===== src/rtl/dlsf_regs.vh =====
// Constants of the link status and datapath flag bank.
// Included by the bank and by anything that decodes its register map.
`ifndef DLSF_REGS_VH
`define DLSF_REGS_VH

// Register offsets
`define DLSF_ADDR_W          12
`define DLSF_OFS_ALIGN_IRQ   12'h025
`define DLSF_OFS_OVF_A       12'h026
`define DLSF_OFS_OVF_B       12'h027
`define DLSF_OFS_LINK_CHK    12'h030

// Alignment flag bit positions
`define DLSF_BIT_ROTATED     2
`define DLSF_BIT_OUTSIDE     1
`define DLSF_BIT_TRIPPED     0

// First overflow register bit positions
`define DLSF_BIT_PROG_FILT   7
`define DLSF_BIT_INTERP1     6
`define DLSF_BIT_INTERP2     5
`define DLSF_BIT_INTERP3     4
`define DLSF_BIT_COARSE_MIX  3
`define DLSF_BIT_FINE_MIX    2
`define DLSF_BIT_PHASE_TRIM  1
`define DLSF_BIT_GAIN_TRIM   0

// Second overflow register
`define DLSF_BIT_OFFSET_TRIM 0

// Link check bit positions
`define DLSF_BIT_DLY_OVER_K  5
`define DLSF_BIT_WIN_LIMIT   4
`define DLSF_BIT_COMBO       3
`define DLSF_BIT_K_VALUE     2
`define DLSF_BIT_SUBCLASS    1
`define DLSF_BIT_INTERP      0

// Reset value of every register
`define DLSF_RESET_VAL       8'h00

// Accepted configuration values
`define DLSF_K_SMALL         6'h10
`define DLSF_K_LARGE         6'h20
`define DLSF_WIN_LIMIT_MAX   3'h5
`define DLSF_OCTETS_PER_SMP  8'h02

`endif


===== src/rtl/dlsf_top.v =====
// Status and error flag bank of a dual DAC with a serial link receiver.
// Assumes the serial control port core presents a decoded register access
// (address, read and write strobes) on clock_i, and that all status and
// configuration inputs come from logic on the same clock.
`timescale 1ns/1ps
`include "dlsf_regs.vh"

module dlsf_top (
	// Clock and reset
	input  wire                      clock_i,
	input  wire                      rst_n_i,
	// Register access from the serial control port
	input  wire [`DLSF_ADDR_W-1:0]   reg_addr_i,
	input  wire                      reg_wr_i,
	input  wire [7:0]                reg_wdata_i,
	input  wire                      reg_rd_i,
	output reg  [7:0]                reg_rdata_o,
	// Alignment conditions and their interrupt enables
	input  wire                      align_rotated_i,
	input  wire                      outside_window_i,
	input  wire                      align_tripped_i,
	input  wire                      align_rotated_irq_en_i,
	input  wire                      outside_window_irq_en_i,
	input  wire                      align_tripped_irq_en_i,
	// Datapath overflow conditions
	input  wire                      prog_filter_ovf_i,
	input  wire                      interp_stage_one_ovf_i,
	input  wire                      interp_stage_two_ovf_i,
	input  wire                      interp_stage_three_ovf_i,
	input  wire                      coarse_mixer_ovf_i,
	input  wire                      fine_mixer_ovf_i,
	input  wire                      phase_trim_ovf_i,
	input  wire                      gain_trim_ovf_i,
	input  wire                      offset_trim_ovf_i,
	// Current link configuration settings
	input  wire [7:0]                frame_clock_delay_setting_i,
	input  wire [5:0]                frames_per_multiframe_i,
	input  wire [2:0]                window_limit_i,
	input  wire [3:0]                converters_i,
	input  wire [3:0]                lanes_i,
	input  wire [3:0]                samples_per_frame_i,
	input  wire [3:0]                octets_per_frame_i,
	input  wire [2:0]                subclass_i,
	input  wire [3:0]                interp_factor_i,
	// Interrupt
	output reg                       irq_n_o
);

	wire [2:0] align_flag;
	wire [2:0] align_latched;
	wire [2:0] align_cond;
	wire [2:0] align_en;
	wire [2:0] align_clear;

	reg  [7:0] ovf_a_r;
	reg  [7:0] ovf_a_nxt;
	reg  [7:0] ovf_b_r;
	reg  [7:0] ovf_b_nxt;
	reg  [7:0] link_chk_r;
	reg  [7:0] link_chk_nxt;
	reg  [7:0] rdata_nxt;

	wire       wr_align;
	wire       irq_any;

	// One flag per link check, packed into the register below
	wire       err_dly_over_k;
	wire       err_win_limit;
	wire       err_combo;
	wire       err_k_value;
	wire       err_subclass;
	wire       err_interp;

	// Interpolation factor must be a power of two up to eight
	function is_pow2_upto8;
		input [3:0] v;
		begin
			is_pow2_upto8 = (v == 4'h1) || (v == 4'h2) || (v == 4'h4) || (v == 4'h8);
		end
	endfunction

	// Only the two multiframe lengths the alignment logic can count
	function k_supported;
		input [5:0] k;
		begin
			k_supported = (k == `DLSF_K_SMALL) || (k == `DLSF_K_LARGE);
		end
	endfunction

	// Supported combination: one or two converters, 1/2/4 lanes, one or two
	// samples, and octets per frame times lanes equal to the 16-bit samples (two octets each) per frame.
	function combo_ok;
		input [3:0] m;
		input [3:0] l;
		input [3:0] s;
		input [3:0] f;
		reg   [7:0] payload;
		reg   [7:0] carried;
		reg         m_ok;
		reg         l_ok;
		reg         s_ok;
		begin
			m_ok     = (m == 4'h1) || (m == 4'h2);
			l_ok     = (l == 4'h1) || (l == 4'h2) || (l == 4'h4);
			s_ok     = (s == 4'h1) || (s == 4'h2);
			payload  = {4'h0, m} * {4'h0, s} * `DLSF_OCTETS_PER_SMP;
			carried  = {4'h0, f} * {4'h0, l};
			combo_ok = m_ok && l_ok && s_ok && (f != 4'h0) && (payload == carried);
		end
	endfunction

	// Only the alignment register has writable bits; other writes are dropped
	assign wr_align    = reg_wr_i && (reg_addr_i == `DLSF_OFS_ALIGN_IRQ);
	assign align_cond  = {align_rotated_i, outside_window_i, align_tripped_i};
	assign align_en    = {align_rotated_irq_en_i, outside_window_irq_en_i, align_tripped_irq_en_i};
	assign align_clear = wr_align ? reg_wdata_i[2:0] : 3'h0;
	assign irq_any     = |align_latched;

	// Bit 2 rotate, bit 1 outside window, bit 0 tripped; set wins over clear
	genvar gi;
	generate
		for (gi = 0; gi < 3; gi = gi + 1) begin : g_align
			dlsf_irq_bit u_bit (
				.clock_i   (clock_i),
				.rst_n_i   (rst_n_i),
				.cond_i    (align_cond[gi]),
				.irq_en_i  (align_en[gi]),
				.clear_i   (align_clear[gi]),
				.flag_o    (align_flag[gi]),
				.latched_o (align_latched[gi])
			);
		end
	endgenerate

	// Overflow flags follow the stages; software has no write path to them
	always @* begin
		ovf_a_nxt                         = `DLSF_RESET_VAL;
		ovf_a_nxt[`DLSF_BIT_PROG_FILT]    = prog_filter_ovf_i;
		ovf_a_nxt[`DLSF_BIT_INTERP1]      = interp_stage_one_ovf_i;
		ovf_a_nxt[`DLSF_BIT_INTERP2]      = interp_stage_two_ovf_i;
		ovf_a_nxt[`DLSF_BIT_INTERP3]      = interp_stage_three_ovf_i;
		ovf_a_nxt[`DLSF_BIT_COARSE_MIX]   = coarse_mixer_ovf_i;
		ovf_a_nxt[`DLSF_BIT_FINE_MIX]     = fine_mixer_ovf_i;
		ovf_a_nxt[`DLSF_BIT_PHASE_TRIM]   = phase_trim_ovf_i;
		ovf_a_nxt[`DLSF_BIT_GAIN_TRIM]    = gain_trim_ovf_i;
		ovf_b_nxt                         = `DLSF_RESET_VAL;
		ovf_b_nxt[`DLSF_BIT_OFFSET_TRIM]  = offset_trim_ovf_i;
	end

	// Recomputed every cycle so a corrected setting drops its flag
	assign err_dly_over_k = (frame_clock_delay_setting_i > {2'h0, frames_per_multiframe_i});
	assign err_win_limit  = (window_limit_i > `DLSF_WIN_LIMIT_MAX);
	assign err_combo      = !combo_ok(converters_i, lanes_i, samples_per_frame_i, octets_per_frame_i);
	assign err_k_value    = !k_supported(frames_per_multiframe_i);
	assign err_subclass   = (subclass_i > 3'h1);
	assign err_interp     = !is_pow2_upto8(interp_factor_i);

	// Reserved bits 7:6 stay at their reset value
	always @* begin
		link_chk_nxt                       = `DLSF_RESET_VAL;
		link_chk_nxt[`DLSF_BIT_DLY_OVER_K] = err_dly_over_k;
		link_chk_nxt[`DLSF_BIT_WIN_LIMIT]  = err_win_limit;
		link_chk_nxt[`DLSF_BIT_COMBO]      = err_combo;
		link_chk_nxt[`DLSF_BIT_K_VALUE]    = err_k_value;
		link_chk_nxt[`DLSF_BIT_SUBCLASS]   = err_subclass;
		link_chk_nxt[`DLSF_BIT_INTERP]     = err_interp;
	end

	// Read data is held between reads; unmapped offsets read zero
	always @* begin
		rdata_nxt = reg_rdata_o;
		if (reg_rd_i) begin
			case (reg_addr_i)
				`DLSF_OFS_ALIGN_IRQ: begin
					rdata_nxt = {5'h00, align_flag};
				end
				`DLSF_OFS_OVF_A: begin
					rdata_nxt = ovf_a_r;
				end
				`DLSF_OFS_OVF_B: begin
					rdata_nxt = ovf_b_r;
				end
				`DLSF_OFS_LINK_CHK: begin
					rdata_nxt = link_chk_r;
				end
				default: begin
					rdata_nxt = `DLSF_RESET_VAL;
				end
			endcase
		end
	end

	always @(posedge clock_i) begin
		if (!rst_n_i) begin
			ovf_a_r     <= `DLSF_RESET_VAL;
			ovf_b_r     <= `DLSF_RESET_VAL;
			link_chk_r  <= `DLSF_RESET_VAL;
			reg_rdata_o <= `DLSF_RESET_VAL;
			irq_n_o     <= 1'h1;
		end else begin
			ovf_a_r     <= ovf_a_nxt;
			ovf_b_r     <= ovf_b_nxt;
			link_chk_r  <= link_chk_nxt;
			reg_rdata_o <= rdata_nxt;
			// Registered so the pin cannot glitch while several flags change at once
			irq_n_o     <= ~irq_any;
		end
	end

endmodule


===== src/rtl/dlsf_irq_bit.v =====
// One alignment status bit: live when its enable is low, else latched.
// Condition and controls come from logic on the same clock.
`timescale 1ns/1ps

module dlsf_irq_bit (
	// Clock and reset
	input  wire clock_i,
	input  wire rst_n_i,
	// Condition and control
	input  wire cond_i,
	input  wire irq_en_i,
	input  wire clear_i,
	// Status
	output wire flag_o,
	output wire latched_o
);

	reg cond_r;
	reg latch_r;
	reg latch_nxt;

	// Rising edge only counts once the enable is high
	always @* begin
		latch_nxt = latch_r;
		if (!irq_en_i) begin
			latch_nxt = 1'h0;
		end else if (cond_i && !cond_r) begin
			latch_nxt = 1'h1;
		end else if (clear_i) begin
			latch_nxt = 1'h0;
		end
	end

	always @(posedge clock_i) begin
		if (!rst_n_i) begin
			cond_r  <= 1'h0;
			latch_r <= 1'h0;
		end else begin
			cond_r  <= cond_i;
			latch_r <= latch_nxt;
		end
	end

	// Live view is the registered condition, one cycle behind the input
	assign flag_o    = irq_en_i ? latch_r : cond_r;
	assign latched_o = latch_r;

endmodule


===== config.mk =====
export PLATFORM = sky130hd
export DESIGN_NAME = dlsf_top
export DESIGN_NICKNAME = d
export VERILOG_FILES = /design/src/rtl/dlsf_top.v /design/src/rtl/dlsf_irq_bit.v
export VERILOG_INCLUDE_DIRS = /design/src /design/src/rtl
export SDC_FILE = /design/constraint.sdc
export NUM_CORES = 1
export LEC_CHECK = 0
export BUFFER_PORTS_ARGS = -buffer_cell sky130_fd_sc_hd__buf_2
export CAP_MARGIN = 10
export CORE_ASPECT_RATIO = 1.2
export CORE_MARGIN = 2
export CORE_UTILIZATION = 50
export DETAILED_ROUTE_END_ITERATION = 8
export PLACE_DENSITY = 0.81
export SLEW_MARGIN = 20
export SYNTH_ARGS = -nofsm -noshare
export SYNTH_HDL_FRONTEND = slang
export SYNTH_HIERARCHICAL = 1
export SYNTH_SLANG_ARGS = --single-unit

===== constraint.sdc =====
create_clock -name clock_i -period 4.9 [get_ports clock_i]
set_input_delay 0.49 -clock clock_i [delete_from_list [all_inputs] [get_ports clock_i]]
set_output_delay 0.49 -clock clock_i [all_outputs]
set_load 0.02 [all_outputs]

==> flow_summary.json, run 1 <==
{
  "outcome": "finished, final reports clean",
  "synth.distinct_cells": 37,
  "ant_nets": 0,
  "cts.sink_count": 30,
  "cts_hold_buf": 0,
  "max_slew_margin": 0.661,
  "timing.final.crit_share": 0.617,
  "crit_arrival_ns": 3.19,
  "synth-seq-area-share": 0.260,
  "grt_max_degree": 31,
  "viasPerCell": 5.19,
  "syn_to_final_growth_pct": 23.1,
  "tns_ns": 0,
  "tightest_slew_ns": 0.505,
  "power.leakage_nw": 1.47,
  "required_ns": 5.06,
  "endpoint_kind": "flip-flop",
  "wl_met1_mm": 2.01,
  "power.total_mw": 0.644,
  "drc_errors": 0,
  "async_flop_share": 0,
  "die_h_um": 78.4,
  "cts_max_path_buffers": 2,
  "wl_met2_mm": 2.58,
  "layout-drive-gt1-share": 0.276,
  "drtPass1Iterations": 5,
  "design.die.area_um2": 5170,
  "syn-num-nets": 366,
  "post_cts_buffers": 0,
  "ys_ff_latch": 30,
  "ys_top_cells_by_area": "dfxtp_1 (26%), ha_1 (15%), and2_1 (9.2%)",
  "ys.flop_type": "dfxtp_1",
  "antenna_found_initial": 0,
  "final.setup_skew_ns": 0.00248,
  "drt-initial-drc-count": 49,
  "io_buffers": 80,
  "avgSynthCellArea_um2": 9.19,
  "grt_pass1_wl_mm": 7.91,
  "power_density_nw_per_um2": 227,
  "row_count": 27,
  "critPathSlowestCell": "fa_1",
  "setup_viol": 0,
  "vias": 2029,
  "final_cells": 391,
  "hold_viol": 0,
  "rsz0062_at_grt": "false",
  "worst_hold_path_type": "input pin to flip-flop",
  "syn_area_um2": 2310,
  "wire_per_inst_um": 12.3,
  "antennaDiodeCount": 0,
  "yosysMostFrequentCell": "and2_1",
  "die_x_um": 66.0,
  "reg2reg_slack_ns": 3.33,
  "cts_tree": "yes",
  "initial_utilization": 0.509,
  "drt_wl_total_mm": 4.83,
  "synth-edff-count": 0,
  "cts-root-buf": "clkbuf_8",
  "max_freq_mhz": 331,
  "max_cap_violations": 0,
  "slew_violations": 0,
  "place.gp.congestion": 0.811,
  "post-place-cells": 385,
  "cp_max_fo": 5,
  "core_area_um2": 4530,
  "critical_path_class": "input pin to flip-flop",
  "grtUsageTotal": 0.193,
  "synth_top_area_cell": "dfxtp_1",
  "ioPinCount": 88,
  "synth_common_cells": "and2_1 (34), dfxtp_1 (30), ha_1 (28)",
  "critical-path-max-stage-delay_ns": 0.55,
  "wl_met3_um": 177,
  "yosysWarnings": 6,
  "start_kind": "input pin",
  "period_needed_ns": 3.02,
  "h-tree-depth": 2,
  "clk_pin_slew_ns": 0.06,
  "cts_buffers": 5,
  "layout.nets": 449,
  "gr-total-overflow": 0,
  "first_global_vias": 1970,
  "clock_latency_ns": 0.27,
  "post_cts_resized": 0,
  "dr.max_layer_used": "met4",
  "syn_inst": 251,
  "hpwl_mm": 3.93,
  "path_cells": "buf_2 > nand2_1 > fa_1 > inv_1 > fa_1 > inv_1 > fa_1 > xnor2_1 > xnor2_1 > xnor2_1 > nand4_1 > o31a_1",
  "vdd_drop_max_mv": 0.178,
  "yosysTopAreaCellShare": 0.260
}
==> through the flow <==
| stage | hold WS [ns] | setup WS [ns] | area (µm²) | utilization |
|---|---|---|---|---|
| after floorplan | 0.430 | 1.85 | 2310 | - |
| after detailed placement | 0.467 | 1.57 | 2760 | 0.609 |
| after CTS | 0.414 | 1.86 | 2840 | 0.627 |
| after global routing | 0.417 | 1.74 | 2840 | 0.627 |
| after global placement | 0.444 | 1.60 | 2760 | 0.609 |
| final | 0.418 | 1.88 | 2840 | 0.627 |
==> kinds of logic (layout without fill, tap and decap cells) <==
group | Yosys count | in the layout | synth area share
adder cells (fa/ha/maj) | 36 | 36 | 0.221
AND/OR/NAND/NOR | 90 | 90 | 0.239
multiplexers | 4 | 4 | 0.0195
XOR/XNOR | 21 | 21 | 0.0798
buffers and inverters | 27 | 109 | 0.0472
AO/OA/AOI/OAI | 43 | 43 | 0.132
flip-flops | 30 | 30 | 0.260
==> per-layer routing <==
metal,up-vias,track usage
met5,-,0
met4,0,0.0653
met3,5,0.0272
met2,46,0.367
met1,948,0.215
li1,1030,-
==> registers in the layout, indices dropped and copies added (netlist names) <==
register,flops
irq_n_o,1
reg_rdata_o,8
g_align.u_bit/cond_r,3
ovf_a_r,8
link_chk_r,6
ovf_b_r,1
g_align.u_bit/latched_o,3
==> area by class of cell <==
class / instances / area (µm²)
fillers: 399 / 1690
multi-input cells: 194 / 1600
flip-flops and latches: 30 / 601
repair buffers: 80 / 400
inverters: 23 / 86.3
clock buffers: 6 / 82.6
well taps: 58 / 72.6
==> cells in the final DEF (no fill, tap or decap), types with 3 or more instances in the layout <==
cell / n
nor2_1: 4
mux2_1: 3
and2_1: 34
o21a_1: 4
clkbuf_8: 6
nor4_1: 4
fa_1: 8
nand2_1: 20
o22ai_1: 3
inv_1: 23
o211a_1: 3
nand2b_1: 9
o21ai_0: 5
nand4_1: 4
buf_2: 80
a222oi_1: 3
a21boi_0: 3
a21o_1: 4
a21oi_1: 10
dfxtp_1: 30
and3_1: 4
ha_1: 28
a22oi_1: 3
xor2_1: 6
xnor2_1: 15
==> worst paths after layout <==
kind | start | endpoint | cells after the start
worst max-delay path | samples_per_frame_i[3] | link_chk_r[3] | 12
worst max register to register | g_align[0].u_bit/latched_o | reg_rdata_o[0] | 5
worst min register to register | g_align[1].u_bit/latched_o | irq_n_o | 1
worst min-delay path | offset_trim_ovf_i | ovf_b_r[0] | 2
==> where the power goes <==
part           internal, mW  leakage, nW  total, mW  switching [mW]
Clock                 0.108       0.0431      0.189          0.0810
Sequential            0.255        0.248      0.260         0.00416
Combinational        0.0995         1.18      0.195          0.0959
==> worst max-delay path: cells and delay by family <==
| family | cells | cell delay (ns) |
|---|---|---|
| buf+inv | 3 | 0.24 |
| simple gates | 2 | 0.18 |
| fa+ha+maj | 3 | 1.55 |
| compound gates | 1 | 0.24 |
| xor+xnor | 3 | 0.47 |
No activity file was read; power rests on OpenSTA's default activity.
==> run 2, diff against run 1 <==
clock period = 2.9 ns   (was 4.9 ns; I/O delays follow)
==> run 2 against run 1 <==
Net effect: flip-flop and latch count unchanged; global-route usage up 2.0 points; sequential power up 68%; hold slack worse by 0.21 ns; critical endpoint unchanged; largest power group is now the clock network.
==> flow_summary.json, run 2 (synthesis gave the netlist of run 1 again) <==
{
  "clock_latency_ns": 0.28,
  "grt_pass1_wl_mm": 8.61,
  "ioPinCount": 88,
  "power_frac_clock": 0.397,
  "vias": 2127,
  "timing.final.crit_share": 0.959,
  "required_ns": 3.07,
  "wire_per_inst_um": 12.7,
  "cts.sink_count": 30,
  "row_count": 27,
  "outcome": "finished, final reports clean",
  "die_h_um": 78.4,
  "ant_nets": 0,
  "layout.nets": 461,
  "drt-initial-drc-count": 65,
  "hold_viol": 0,
  "max_cap_violations": 0,
  "most-common-layout-cells": "buf_2 (80), and2_1 (34), dfxtp_1 (30)",
  "worstHoldPathCells": 2,
  "timing.rr.start": "g_align[0].u_bit/latched_o",
  "internal_power_mw": 0.978,
  "place_ws_ns": -0.211,
  "tightest_slew_ns": 0.542,
  "critical_path_class": "input pin to flip-flop",
  "combPwrFrac": 0.269,
  "viasPerCell": 5.25,
  "r2r-end": "reg_rdata_o[0]",
  "place.gp.congestion": 0.772,
  "power_density_nw_per_um2": 439,
  "reg2reg_slack_ns": 1.36,
  "hpwl_mm": 4.18,
  "layout-drive-gt1-share": 0.308,
  "pwr-share-seq": 0.334,
  "tns_ns": 0,
  "vdd_drop_max_mv": 0.283,
  "antennaDiodeCount": 0,
  "initial_utilization": 0.509,
  "post_cts_buffers": 0,
  "period_needed_ns": 2.78,
  "max_freq_mhz": 360,
  "post_cts_resized": 0,
  "layout_commonest_cell": "buf_2",
  "core_area_um2": 4530,
  "first_global_vias": 2112,
  "clk_pin_slew_ns": 0.07,
  "gr-total-overflow": 0,
  "cts-root-buf": "clkbuf_8",
  "cts_hold_buf": 0,
  "worstHoldStart": "prog_filter_ovf_i",
  "grtUsageTotal": 0.213,
  "cts_tree": "yes",
  "cts_buffers": 5,
  "setup_viol": 0,
  "h-tree-depth": 2,
  "crit_arrival_ns": 2.95,
  "switching_power_mw": 0.334,
  "syn_to_final_growth_pct": 29.7,
  "design.die.area_um2": 5170,
  "drc_errors": 0,
  "endpoint_kind": "flip-flop",
  "largestRegisters": "ovf_a_r x8, reg_rdata_o x8, link_chk_r x6",
  "final.setup_skew_ns": 0.00510,
  "hold_end": "ovf_a_r[7]",
  "die_x_um": 66.0,
  "ff2ff_path_depth": 5,
  "slew_violations": 0,
  "drt_wl_total_mm": 5.13,
  "power.leakage_nw": 1.55,
  "worst_hold_path_type": "input pin to flip-flop",
  "io_buffers": 80,
  "p_sw_frac": 0.254,
  "cts_max_path_buffers": 2,
  "cp_max_fo": 2,
  "max_slew_margin": 0.636,
  "drtPass1Iterations": 4,
  "grt_max_degree": 31,
  "layout_setup_ws_ns": 0.120,
  "antenna_found_initial": 0,
  "start_kind": "input pin"
}
run 2: final cells by class:
type,count,area (µm²)
multi-input cells,194,1600
inverters,23,86.3
fillers,372,1540
well taps,58,72.6
repair buffers,92,490
flip-flops and latches,30,601
clock buffers,6,82.6
clock inverters,2,60.1
run 2: critical path, stage by stage:
cell     delay [ns]
buf_2          0.09
nand2_1        0.07
fa_1           0.53
inv_1          0.07
fa_1           0.58
inv_1          0.07
fa_2           0.40
xnor2_1        0.18
xnor2_1        0.16
xnor2_1        0.15
nand4_1        0.11
o31a_1         0.25
run 2: metal layers:
layer	up-vias	GRT usage	routed length (µm)
li1	1058	-	-
met1	994	0.231	2020
met2	63	0.388	2720
met3	12	0.0487	270
met4	0	0.0918	119
met5	-	0	0
run 2: power by group through the flow:
stage          Clock (mW)  Sequential [mW]  Combinational [mW]
2_1_floorplan           0            0.449               0.219
3_3_place_gp            0            0.446               0.334
3_5_place_dp            0            0.447               0.350
4_1_cts             0.530            0.438               0.354
5_1_grt             0.553            0.440               0.397
6_report            0.521            0.438               0.352
run 2: worst max path at each step:
stage                                start       endpoint  slack, ns
finish              samples_per_frame_i[3]  link_chk_r[3]       0.12
global placement     octets_per_frame_i[0]  link_chk_r[3]      -0.12
detailed placement  samples_per_frame_i[3]  link_chk_r[3]      -0.21
CTS                 samples_per_frame_i[3]  link_chk_r[3]       0.08
floorplan           samples_per_frame_i[3]  link_chk_r[3]       0.05
global route        samples_per_frame_i[3]  link_chk_r[3]      -0.01
run 2: per-stage QoR:
stage / util / std cells / hold slack [ns] / cell area [µm²] / power, mW
2_1_floorplan: - / 251 / 0.400 / 2310 / 0.668
3_3_place_gp: 0.629 / 397 / 0.443 / 2850 / 0.781
3_5_place_dp: 0.629 / 397 / 0.463 / 2850 / 0.798
4_1_cts: 0.660 / 405 / 0.204 / 2990 / 1.32
5_1_grt: 0.661 / 405 / 0.202 / 2990 / 1.39
6_report: 0.661 / 405 / 0.212 / 2990 / 1.31
==> run 3, diff against run 2 <==
ABC_AREA = 1   (was default)
PLACE_DENSITY = 0.78   (was 0.81)
==> run 3 against run 2 <==
Net effect: core utilization fell by 2.4 points; cell area grew 14%; hold slack worse by 0.016 ns; clock skew shrank 0.0038 ns; fmax is 5.0% higher; critical endpoint unchanged; highest routed layer unchanged.
==> flow_summary.json, run 3 <==
{
  "grtUsageTotal": 0.204,
  "design.die.area_um2": 6210,
  "rsz0062_at_grt": "false",
  "cp-startpoint": "octets_per_frame_i[0]",
  "yosysMostFrequentCell": "nand2_1",
  "cts.sink_count": 30,
  "layout-drive-gt1-share": 0.228,
  "crit_arrival_ns": 2.78,
  "die_h_um": 86.0,
  "drt-initial-drc-count": 126,
  "setup_viol": 0,
  "timing.rr.start": "g_align[2].u_bit/cond_r",
  "r2r-end": "reg_rdata_o[2]",
  "critical_path_class": "input pin to flip-flop",
  "power_frac_clock": 0.266,
  "io_buffers": 80,
  "drt_wl_total_mm": 5.95,
  "max_slew_margin": 0.552,
  "vdd_drop_max_mv": 0.174,
  "drtPass1Iterations": 4,
  "cp_max_fo": 2,
  "ant_nets": 0,
  "hpwl_mm": 5.05,
  "vias": 2853,
  "synth-seq-area-share": 0.215,
  "start_kind": "input pin",
  "async_flop_share": 0,
  "critPathCapture": "link_chk_r[3]",
  "first_global_vias": 2725,
  "synth.distinct_cells": 33,
  "die_x_um": 72.3,
  "largestRegisters": "ovf_a_r x8, reg_rdata_o x8, link_chk_r x6",
  "switching_power_mw": 0.378,
  "pwr-share-seq": 0.382,
  "ys_ff_latch": 30,
  "grt_pass1_wl_mm": 10.5,
  "power.leakage_nw": 2.15,
  "post_cts_resized": 0,
  "viasPerCell": 4.72,
  "hold_viol": 0,
  "synth-edff-count": 0,
  "gr-total-overflow": 0,
  "endpoint_kind": "flip-flop",
  "final.setup_skew_ns": 0.00127,
  "core_area_um2": 5330,
  "synth_common_cells": "nand2_1 (160), inv_1 (97), nand3_1 (36)",
  "ys_top_cells_by_area": "dfxtp_1 (21%), nand2_1 (21%), inv_1 (13%)",
  "cts_tree": "yes",
  "power_density_nw_per_um2": 337,
  "h-tree-depth": 2,
  "antennaDiodeCount": 0,
  "row_count": 29,
  "initial_utilization": 0.525,
  "ioPinCount": 88,
  "syn_inst": 448,
  "timing.final.crit_share": 0.913,
  "ff2ff_path_depth": 6,
  "cts_max_path_buffers": 2,
  "avgSynthCellArea_um2": 6.25,
  "final_util": 0.637,
  "cts_hold_buf": 0,
  "yosysWarnings": 6,
  "worst_hold_path_type": "input pin to flip-flop",
  "syn_area_um2": 2800,
  "slew_violations": 0,
  "synth_top_area_cell": "dfxtp_1",
  "most-common-layout-cells": "nand2_1 (160), inv_1 (97), buf_2 (80)",
  "ys.flop_type": "dfxtp_1",
  "p_sw_frac": 0.330,
  "syn-num-nets": 563,
  "layout_commonest_cell": "nand2_1",
  "fillers": 521,
  "tightest_slew_ns": 0.671,
  "cts_buffers": 5,
  "tns_ns": 0,
  "reg2reg_slack_ns": 1.92,
  "required_ns": 3.04,
  "drc_errors": 0,
  "grt_max_degree": 20,
  "post_cts_buffers": 0,
  "outcome": "finished, final reports clean",
  "syn_to_final_growth_pct": 21.4,
  "place.gp.congestion": 0.831,
  "clock_latency_ns": 0.27,
  "yosysTopAreaCellShare": 0.215,
  "clk_pin_slew_ns": 0.06,
  "period_needed_ns": 2.65,
  "cts-root-buf": "clkbuf_8",
  "combPwrFrac": 0.352,
  "layout.nets": 658,
  "max_freq_mhz": 378,
  "internal_power_mw": 0.766,
  "max_cap_violations": 0,
  "antenna_found_initial": 0,
  "wire_per_inst_um": 9.83
}
-- run 3: cell types whose count changed after synthesis, sizes merged, moves of 5 or more --
cell | previous run | this run
nand2 | 21 | 163
inv | 23 | 98
nand3 | 2 | 37
nor2 | 4 | 38
and2 | 34 | 1
xnor2 | 15 | 0
nand2b | 9 | 0
a21oi | 10 | 18
nor4 | 6 | 1
xor2 | 6 | 1
-- run 3: cell type report --
cell class | count | area, µm² | area share
inverters | 99 | 372 | 0.109
clock buffers | 7 | 76.3 | 0.0225
well taps | 62 | 77.6 | 0.0228
multi-input cells | 314 | 1770 | 0.522
flip-flops and latches | 30 | 601 | 0.177
repair buffers | 93 | 498 | 0.147
-- run 3: through the flow --
stage          area (µm²)  std cells  worst slack [ns]  power (mW)  hold WS [ns]
6_report             3400        605             0.251        1.14         0.197
5_1_grt              3400        605            0.0704        1.24         0.212
4_1_cts              3400        605             0.239        1.15         0.193
3_5_place_dp         3320        598           -0.0313       0.849         0.445
3_3_place_gp         3320        598            0.0208       0.835         0.439
2_1_floorplan        2800        448             0.239       0.713         0.383
-- run 3: layer usage --
metal	global-route usage	wire length, µm
met4	0.0617	83
met5	0	0
met1	0.207	2400
met2	0.420	3260
met3	0.0200	209
-- run 3: logic make-up (layout without fill, tap and decap cells) --
kind of cell,count (synthesis),count (layout),share of synthesized area
AOI/OAI and AO/OA,32,32,0.0769
xor gates and xnor gates,1,1,0.00313
adders and majority gates,36,36,0.182
buffers and inverters,104,199,0.152
DFF,30,30,0.215
and+or+nand+nor,245,245,0.371
-- run 3: power by group through the flow --
stage | logic (mW) | clock network, mW | registers (mW)
after global placement | 0.390 | 0 | 0.445
after CTS | 0.407 | 0.311 | 0.437
after global routing | 0.473 | 0.324 | 0.438
after floorplan | 0.266 | 0 | 0.447
final | 0.403 | 0.304 | 0.437
after detailed placement | 0.403 | 0 | 0.446
-- run 3: worst min-delay path by stage --
stage,start,to,slack [ns],cells after the start
floorplan,align_tripped_i,g_align[0].u_bit/cond_r,0.38,2
global placement,ovf_a_r[7],reg_rdata_o[7],0.44,2
detailed placement,ovf_a_r[7],reg_rdata_o[7],0.44,2
CTS,interp_stage_three_ovf_i,ovf_a_r[4],0.19,3
global route,interp_stage_one_ovf_i,ovf_a_r[6],0.21,3
finish,interp_stage_three_ovf_i,ovf_a_r[4],0.20,3
-- run 3: worst max-delay path, stage by stage --
cell	delay [ns]
buf_2	0.08
nand2_1	0.07
fa_1	0.51
fa_1	0.55
inv_1	0.07
fa_1	0.56
inv_1	0.05
nand2_1	0.05
nand2_1	0.04
nor2_1	0.10
nand2_1	0.06
nor2_1	0.12
nand3_1	0.08
nor2_1	0.09
a21oi_1	0.07
